<file path="src/design/clock_gate_consts.vh">
// Constants for the clock output gating and selection block.
// Assumes a 25 MHz ref_clk and a zero-wait AHB-Lite slave at byte addresses.
`ifndef CLOCK_GATE_CONSTS_VH
`define CLOCK_GATE_CONSTS_VH

// Register byte offsets.
`define OFS_STATUS 12'h000
`define OFS_IRQ_STATUS 12'h004
`define OFS_IRQ_MASK 12'h008
`define OFS_BANK_BASE 12'h100
`define OFS_DIV_BASE 12'h200

// Bank configuration word fields.
`define BCFG_DIV_LSB 0
`define BCFG_DRV_LSB 3
`define BCFG_GATE_BIT 6
`define BCFG_OEA_LSB 8
`define BCFG_OEB_LSB 10

// Enable source encodings.
`define OE_ALWAYS_ON 2'h0
`define OE_ALWAYS_OFF 2'h1
`define OE_PIN_X 2'h2
`define OE_PIN_Y 2'h3

// Interrupt status bits.
`define IRQ_LOCK_GAINED 0
`define IRQ_LOCK_LOST 1
`define IRQ_PROFILE_CHG 2

// Reset values.
`define BANK_CFG_RESET 12'h000
`define DIV_RESET 5'h01
`define IRQ_MASK_RESET 3'h0

// Reference edges with feedback present before lock is declared.
`define LOCK_EDGES 4'h8

`endif

</file>
<file path="src/design/clock_output_gating_select.v">
// Control logic of a clock generator: input pair selection, lock report,
// post-PLL dividers, synchronous bank gating, output enables and profiles.
// Assumes all control and clock pins are asynchronous to ref_clk, and one
// AHB-Lite master doing single word transfers.
//
// Decided for this implementation: register access over AHB-Lite and the register addresses.
`timescale 1ns/10ps
`include "clock_gate_consts.vh"

module clock_output_gating_select
(
  // Clock and reset.
  input wire ref_clk,
  input wire reset,
  // Clock input pairs, positive legs.
  input wire ref_pair_a,
  input wire ref_pair_b,
  input wire fb_pair_a,
  input wire fb_pair_b,
  // Control pins.
  input wire ref_pair_select,
  input wire fb_pair_select,
  input wire sync_gate_in,
  input wire global_hiz_ctl,
  input wire out_enable_x,
  input wire out_enable_y,
  input wire profile_sel_lo,
  input wire profile_sel_hi,
  input wire pll_bypass,
  input wire pll_reset,
  // Clock outputs, two per bank, with active-low output enables.
  output reg [19:0] clk_out,
  output reg [19:0] clk_out_oe_n,
  output reg [29:0] bank_drv_type,
  output reg lock_n,
  // AHB-Lite slave.
  input wire hsel,
  input wire [31:0] haddr,
  input wire [1:0] htrans,
  input wire hwrite,
  input wire [2:0] hsize,
  input wire [31:0] hwdata,
  input wire hready,
  output reg hreadyout,
  output reg [31:0] hrdata,
  output reg hresp,
  // Interrupt.
  output reg irq
);

  localparam NPIN = 14;

  // Three-stage synchronisers with agreement filter on every pin.
  wire [NPIN-1:0] pin_raw;
  reg [NPIN-1:0] sync1_q;
  reg [NPIN-1:0] sync2_q;
  reg [NPIN-1:0] sync3_q;
  reg [NPIN-1:0] pin_q;
  reg [NPIN-1:0] pin_prev_q;

  assign pin_raw = {pll_reset, pll_bypass, profile_sel_hi, profile_sel_lo,
                    out_enable_y, out_enable_x, global_hiz_ctl, sync_gate_in,
                    fb_pair_select, ref_pair_select, fb_pair_b, fb_pair_a,
                    ref_pair_b, ref_pair_a};

  genvar g;
  generate
    for (g = 0; g < NPIN; g = g + 1)
    begin : gen_sync
      always @(posedge ref_clk or posedge reset)
      begin
        if (reset)
        begin
          sync1_q[g] <= 1'b0;
          sync2_q[g] <= 1'b0;
          sync3_q[g] <= 1'b0;
          pin_q[g] <= 1'b0;
          pin_prev_q[g] <= 1'b0;
        end
        else
        begin
          sync1_q[g] <= pin_raw[g];
          sync2_q[g] <= sync1_q[g];
          sync3_q[g] <= sync2_q[g];
          if (sync2_q[g] == sync3_q[g])
            pin_q[g] <= sync3_q[g];
          pin_prev_q[g] <= pin_q[g];
        end
      end
    end
  endgenerate

  wire ref_a = pin_q[0];
  wire ref_b = pin_q[1];
  wire fb_a = pin_q[2];
  wire fb_b = pin_q[3];
  wire ref_sel = pin_q[4];
  wire fb_sel = pin_q[5];
  wire gate_in = pin_q[6];
  wire hiz = pin_q[7];
  wire oe_x = pin_q[8];
  wire oe_y = pin_q[9];
  wire bypass = pin_q[12];
  wire pll_rst = pin_q[13];

  wire [1:0] prof = pin_q[11:10];
  wire prof_chg = (pin_q[11:10] != pin_prev_q[11:10]);

  wire ref_now = ref_sel ? ref_b : ref_a;
  wire ref_was = ref_sel ? pin_prev_q[1] : pin_prev_q[0];
  wire ref_edge = ref_now & ~ref_was;
  wire fb_now = fb_sel ? fb_b : fb_a;
  wire fb_was = fb_sel ? pin_prev_q[3] : pin_prev_q[2];
  // Feedback buffer off under global high impedance.
  wire fb_edge = fb_now & ~fb_was & ~hiz;

  // Stored profiles: 10 bank words and 5 divider ratios per profile.
  reg [11:0] bank_cfg_q [0:39];
  reg [4:0] div_ratio_q [0:19];

  // Lock detector: counts reference edges that each saw a feedback edge.
  reg fb_seen_q;
  reg [3:0] lock_cnt_q;
  wire locked = (lock_cnt_q == `LOCK_EDGES);

  always @(posedge ref_clk or posedge reset)
  begin
    if (reset)
    begin
      fb_seen_q <= 1'b0;
      lock_cnt_q <= 4'h0;
    end
    // PLL reset clears lock; high impedance loses lock.
    else if (pll_rst || hiz)
    begin
      fb_seen_q <= 1'b0;
      lock_cnt_q <= 4'h0;
    end
    else
    begin
      if (ref_edge)
      begin
        fb_seen_q <= fb_edge;
        if (!fb_seen_q)
          lock_cnt_q <= 4'h0;
        else if (!locked)
          lock_cnt_q <= lock_cnt_q + 4'h1;
      end
      else if (fb_edge)
        fb_seen_q <= 1'b1;
    end
  end

  // Divider source: VCO every cycle, or the selected reference edge on bypass.
  wire div_tick = bypass ? ref_edge : 1'b1;

  // Five post-PLL dividers; output level toggles every ratio ticks.
  reg [4:0] div_cnt_q [0:4];
  reg [4:0] div_lvl_q;

  generate
    for (g = 0; g < 5; g = g + 1)
    begin : gen_div
      // Ratio taken from the selected profile.
      wire [4:0] ratio = div_ratio_q[{prof, 2'h0} + prof + g];
      wire [4:0] last = (ratio == 5'h00) ? 5'h00 : ratio - 5'h01;
      always @(posedge ref_clk or posedge reset)
      begin
        if (reset)
        begin
          div_cnt_q[g] <= 5'h00;
          div_lvl_q[g] <= 1'b0;
        end
        else if (pll_rst)
        begin
          div_cnt_q[g] <= 5'h00;
          div_lvl_q[g] <= 1'b0;
        end
        else if (div_tick)
        begin
          if (div_cnt_q[g] >= last)
          begin
            div_cnt_q[g] <= 5'h00;
            div_lvl_q[g] <= ~div_lvl_q[g];
          end
          else
            div_cnt_q[g] <= div_cnt_q[g] + 5'h01;
        end
      end
    end
  endgenerate

  // Enable source decode, used for both outputs of each bank.
  function en_of;
    input [1:0] src;
    input px;
    input py;
    begin
      case (src)
        `OE_ALWAYS_ON: en_of = 1'b1;
        `OE_ALWAYS_OFF: en_of = 1'b0;
        `OE_PIN_X: en_of = px;
        `OE_PIN_Y: en_of = py;
        default: en_of = 1'b0;
      endcase
    end
  endfunction

  // Bank output stage.
  reg [9:0] run_q;

  generate
    for (g = 0; g < 10; g = g + 1)
    begin : gen_bank
      // Bank word from the selected profile.
      wire [11:0] cfg = bank_cfg_q[{prof, 3'h0} + {prof, 1'b0} + g];
      wire [2:0] dsel = cfg[`BCFG_DIV_LSB +: 3];
      // Divider choice, values above 4 fold onto divider 4.
      wire lvl = (dsel > 3'h4) ? div_lvl_q[4] : div_lvl_q[dsel];
      wire gated = cfg[`BCFG_GATE_BIT];
      wire pass = gated ? run_q[g] : 1'b1;
      wire en_a = en_of(cfg[`BCFG_OEA_LSB +: 2], oe_x, oe_y);
      wire en_b = en_of(cfg[`BCFG_OEB_LSB +: 2], oe_x, oe_y);
      always @(posedge ref_clk or posedge reset)
      begin
        if (reset)
        begin
          run_q[g] <= 1'b0;
          clk_out[2*g] <= 1'b0;
          clk_out[2*g+1] <= 1'b0;
          clk_out_oe_n[2*g] <= 1'b1;
          clk_out_oe_n[2*g+1] <= 1'b1;
          bank_drv_type[3*g +: 3] <= 3'h0;
        end
        else
        begin
          // Gate state moves only while the bank clock is low.
          if (!lvl)
            run_q[g] <= gate_in;
          clk_out[2*g] <= lvl & pass;
          clk_out[2*g+1] <= lvl & pass;
          // Global high impedance overrides every enable.
          clk_out_oe_n[2*g] <= hiz | ~en_a;
          clk_out_oe_n[2*g+1] <= hiz | ~en_b;
          bank_drv_type[3*g +: 3] <= cfg[`BCFG_DRV_LSB +: 3];
        end
      end
    end
  endgenerate

  always @(posedge ref_clk or posedge reset)
  begin
    if (reset)
      lock_n <= 1'b1;
    else
      lock_n <= ~locked;
  end

  // Interrupt events.
  reg locked_prev_q;
  reg [2:0] irq_st_q;
  reg [2:0] irq_mask_q;
  wire [2:0] irq_set = {prof_chg, locked_prev_q & ~locked, ~locked_prev_q & locked};

  // AHB-Lite slave, zero wait states.
  reg dp_wr_q;
  reg [11:0] dp_addr_q;
  wire ap_valid = hsel & hready & htrans[1];
  wire [11:0] ap_addr = haddr[11:0];
  wire wr_bank = dp_wr_q && dp_addr_q[11:8] == 4'h1 && dp_addr_q[7:2] < 6'd40;
  wire wr_div = dp_wr_q && dp_addr_q[11:8] == 4'h2 && dp_addr_q[7:2] < 6'd20;
  wire [2:0] irq_clr = (dp_wr_q && dp_addr_q == `OFS_IRQ_STATUS) ? hwdata[2:0] : 3'h0;

  reg [31:0] rd_d;
  always @*
  begin
    rd_d = 32'h00000000;
    if (ap_addr == `OFS_STATUS)
      rd_d = {24'h000000, run_q[0], gate_in, hiz, bypass, pll_rst, prof, locked};
    else if (ap_addr == `OFS_IRQ_STATUS)
      rd_d = {29'h00000000, irq_st_q};
    else if (ap_addr == `OFS_IRQ_MASK)
      rd_d = {29'h00000000, irq_mask_q};
    else if (ap_addr[11:8] == 4'h1 && ap_addr[7:2] < 6'd40)
      rd_d = {20'h00000, bank_cfg_q[ap_addr[7:2]]};
    else if (ap_addr[11:8] == 4'h2 && ap_addr[7:2] < 6'd20)
      rd_d = {27'h0000000, div_ratio_q[ap_addr[6:2]]};
  end

  integer i;
  always @(posedge ref_clk or posedge reset)
  begin
    if (reset)
    begin
      dp_wr_q <= 1'b0;
      dp_addr_q <= 12'h000;
      hreadyout <= 1'b1;
      hresp <= 1'b0;
      hrdata <= 32'h00000000;
      irq_st_q <= 3'h0;
      irq_mask_q <= `IRQ_MASK_RESET;
      locked_prev_q <= 1'b0;
      irq <= 1'b0;
      for (i = 0; i < 40; i = i + 1)
        bank_cfg_q[i] <= `BANK_CFG_RESET;
      for (i = 0; i < 20; i = i + 1)
        div_ratio_q[i] <= `DIV_RESET;
    end
    else
    begin
      dp_wr_q <= ap_valid & hwrite;
      dp_addr_q <= {ap_addr[11:2], 2'h0};
      hreadyout <= 1'b1;
      hresp <= 1'b0;
      if (ap_valid && !hwrite)
        hrdata <= rd_d;
      locked_prev_q <= locked;
      // Set wins over a write-one clear in the same cycle.
      irq_st_q <= (irq_st_q & ~irq_clr) | irq_set;
      irq <= |(((irq_st_q & ~irq_clr) | irq_set) & irq_mask_q);
      if (dp_wr_q && dp_addr_q == `OFS_IRQ_MASK)
        irq_mask_q <= hwdata[2:0];
      if (wr_bank)
        bank_cfg_q[dp_addr_q[7:2]] <= {hwdata[11:8], 1'b0, hwdata[6:0]};
      if (wr_div)
        div_ratio_q[dp_addr_q[6:2]] <= hwdata[4:0];
    end
  end

endmodule

</file>
<file path="config.mk">
export PLATFORM = sky130hd
export DESIGN_NAME = clock_output_gating_select
export DESIGN_NICKNAME = d
export VERILOG_FILES = /design/src/design/clock_output_gating_select.v
export VERILOG_INCLUDE_DIRS = /design/src /design/src/design
export SDC_FILE = /design/constraint.sdc
export NUM_CORES = 2
export LEC_CHECK = 0
export BUFFER_PORTS_ARGS = -buffer_cell sky130_fd_sc_hd__buf_4
export CAP_MARGIN = 20
export CORE_MARGIN = 3
export CORE_UTILIZATION = 55
export DETAILED_ROUTE_END_ITERATION = 10
export GPL_TIMING_DRIVEN = 0
export PLACE_DENSITY = 0.75
export REMOVE_ABC_BUFFERS = 1
export SYNTH_ARGS = -nofsm -noshare
export SYNTH_HDL_FRONTEND = slang
export SYNTH_SLANG_ARGS = --single-unit
</file>
<file path="constraint.sdc">
create_clock -name ref_clk -period 58.5 [get_ports ref_clk]
set_input_delay 5.85 -clock ref_clk [delete_from_list [all_inputs] [get_ports ref_clk]]
set_output_delay 5.85 -clock ref_clk [all_outputs]
set_load 0.02 [all_outputs]
</file>
==> qor.yml <==
run_status: "completed"
wl_per_cell_um: 33.2
grt.total_usage_pct: 33.4
dpl_cell_area_mm2: 0.0497
period_minus_slack_ns: 8.77
rsz0062_at_grt: "false"
clkTransAtPathRegs_ns: 0.06
ant_nets: 0
rows: 106
path_max_fanout: 75
drive_gt1_share_pct: 48.3
grt_pass1_wl_um: 224000
core_area_mm2: 0.0844
fin_skew_ns: 0.0305
synth_edf_count: 0
ir_drop_mv: 0.0240
async_flop_share_pct: 100
synthFlopType: "dfrtp_1"
relSlewSlack_pct: 15.5
power_frac_comb_pct: 22.6
clockRootBuffer: "clkbuf_16"
htree_levels: 3
synthToLayoutAreaGrowth_pct: 11.7
gp_congestion: 0.892
cp.arrival_ns: 9.29
required_ns: 59.02
grt_max_degree: 138
power.internal_mw: 1.04
drt_iter0_drc: 4214
synth.yosys.seq_area_share_pct: 39.2
insertion_delay_ns: 0.67
hold_depth: 0
synth.distinct_cells: 77
final_cell_mix: "dfrtp_1, mux4_2, mux2_2"
drtPass1Iterations: 6
switching_share_pct: 30.0
r2r_start: "pin_q[10]"
p_seq_share_pct: 38.6
ios: 194
rrSetupSlack_ns: 51.06
holdPathEnd: "sync2_q[8]"
cts_resized: 0
post_synth.cell_area_avg_um2: 14.4
worst_pin_slew_ns: 1.26
hp-class: "reg -> reg"
synth-seq-cells: 739
clock_sinks: 739
start_util_pct: 56.0
avgViaCountPerCell: 7.48
start_kind: "input port"
dp.cells: 4300
portBuffers: 126
yosysWarnings: 0
setup_viol: 0
criticalPathCategory: "in -> reg"
die_w_um: 299
gr-total-overflow: 0
tritoncts: "built"
whs_ns: 0.347
hp-start: "sync1_q[8]"
dp_hpwl_um: 98800
nets: 3388
wl_um: 148000
drv_slew: 0
cts_setup_buffers: 0
fmax_mhz: 114
end_kind: "register"
antenna_found_initial: 2
rr_worst_depth: 20
syn-cell-area_mm2: 0.0473
powerDensity_mw_per_mm2: 28.1
drv_cap: 0
first_global_vias: 33894
layout_commonest_cell: "dfrtp_1"
power.switching_uw: 445
drc: 0
dieArea_mm2: 0.0895
postSynthCellCount: 3291
vias: 33338
stdcell_area_mm2: 0.0528
fin_setup_tns_ns: 0
max-clock-path-buffers: 3
fin_crit_sh_pct: 15.0
hold_viol: 0
cts_buffers: 84
post-route-util_pct: 62.6
hold_buffers: 0
final_cells: 4459
p_leak_nw: 22.1
r2r-end: "div_cnt_q[15]"
fp.dieH_um: 299
power_frac_clock_pct: 38.8
[area by class of cell]
type                            instances  area, µm²
Fill cell                            5982      31600
Multi-Input combinational cell       2193      26800
Sequential cell                       739      18600
Timing Repair Buffer                  204       2830
Clock buffer                          119       2440
Tap cell                             1134       1420
Clock inverter                         36        556
Inverter                               33        139
Antenna cell                            1       2.50
[routing by layer]
metal	GRT usage, %	wire length [µm]	vias up
met5	0	11	-
met2	50.2	67900	2437
li1	-	-	12996
met3	11.4	18300	514
met1	42.9	52500	17389
met4	18.1	9210	2
[state kept, by name, summed over array words and instances, names as in the netlist, 2 cells and up]
name           count
sync1_q           14
lock_cnt_q         4
pin_prev_q         6
bank_cfg_q       440
div_cnt_q         25
div_lvl_q          5
irq_st_q           3
div_ratio_q      100
bank_drv_type     30
irq_mask_q         3
sync2_q           14
hrdata            12
run_q             10
sync3_q           14
dp_addr_q         10
clk_out_oe_n      20
pin_q              2
clk_out           10
[critical path: stages]
cell	delay, ns
buf_8	0.56
buf_16	0.45
mux4_2	0.59
mux4_2	0.52
mux2i_1	0.23
o22ai_1	0.30
a221oi_1	0.47
nor2_1	0.09
[through the flow]
stage                     worst slack, ns  total power [mW]
final                               49.73              1.48
after global routing                49.42              1.54
after CTS                           49.72              1.48
after detailed placement            49.05             0.911
after global placement              14.93             0.943
after floorplan                     31.98             0.827
[cells by family after synthesis]
logic type,after synthesis,share of synthesized area (%)
simple gates,413,4.21
buf+inv,379,4.39
xor+xnor,10,0.185
flops,739,39.2
compound gates,412,6.19
fa+ha+maj,59,1.49
mux,1277,44.3
other cells,2,0.0159
[synth_stat cells (19+ instances only)]
| master | number | area (µm²) |
|---|---|---|
| buf_2 | 88 | 440 |
| buf_1 | 37 | 139 |
| nor2b_1 | 27 | 169 |
| o21ai_0 | 86 | 430 |
| mux2i_1 | 117 | 1170 |
| a22oi_1 | 39 | 293 |
| buf_6 | 29 | 327 |
| nand2b_1 | 19 | 119 |
| nand3_1 | 20 | 100 |
| a21o_1 | 21 | 158 |
| clkbuf_1 | 116 | 435 |
| and3_1 | 19 | 119 |
| ha_1 | 45 | 563 |
| dfstp_2 | 41 | 1080 |
| nor2_1 | 101 | 379 |
| a22o_1 | 81 | 709 |
| nand2_1 | 151 | 567 |
| a21oi_1 | 58 | 290 |
| dfrtp_1 | 698 | 17500 |
| mux4_2 | 587 | 13200 |
| nor3_1 | 21 | 105 |
| inv_1 | 31 | 116 |
| mux2_2 | 566 | 6370 |
| buf_4 | 72 | 541 |
[power groups by stage]
| stage | logic (mW) | clock network [mW] | registers [mW] |
|---|---|---|---|
| finish | 0.336 | 0.576 | 0.573 |
| global route | 0.357 | 0.603 | 0.576 |
| CTS | 0.332 | 0.580 | 0.572 |
| detailed placement | 0.331 | 0 | 0.580 |
| global placement | 0.346 | 0 | 0.597 |
| floorplan | 0.228 | 0 | 0.598 |
[worst max-delay path by stage]
stage	start	end	cells after the start
floorplan	reset	bank_cfg_q[0]	1
CTS	haddr[2]	hrdata[5]	8
global route	haddr[2]	hrdata[5]	8
finish	haddr[2]	hrdata[5]	8
detailed placement	haddr[2]	hrdata[5]	8
global placement	pin_q[10]	div_cnt_q[0]	13
Power figures use the tool's default switching activity.
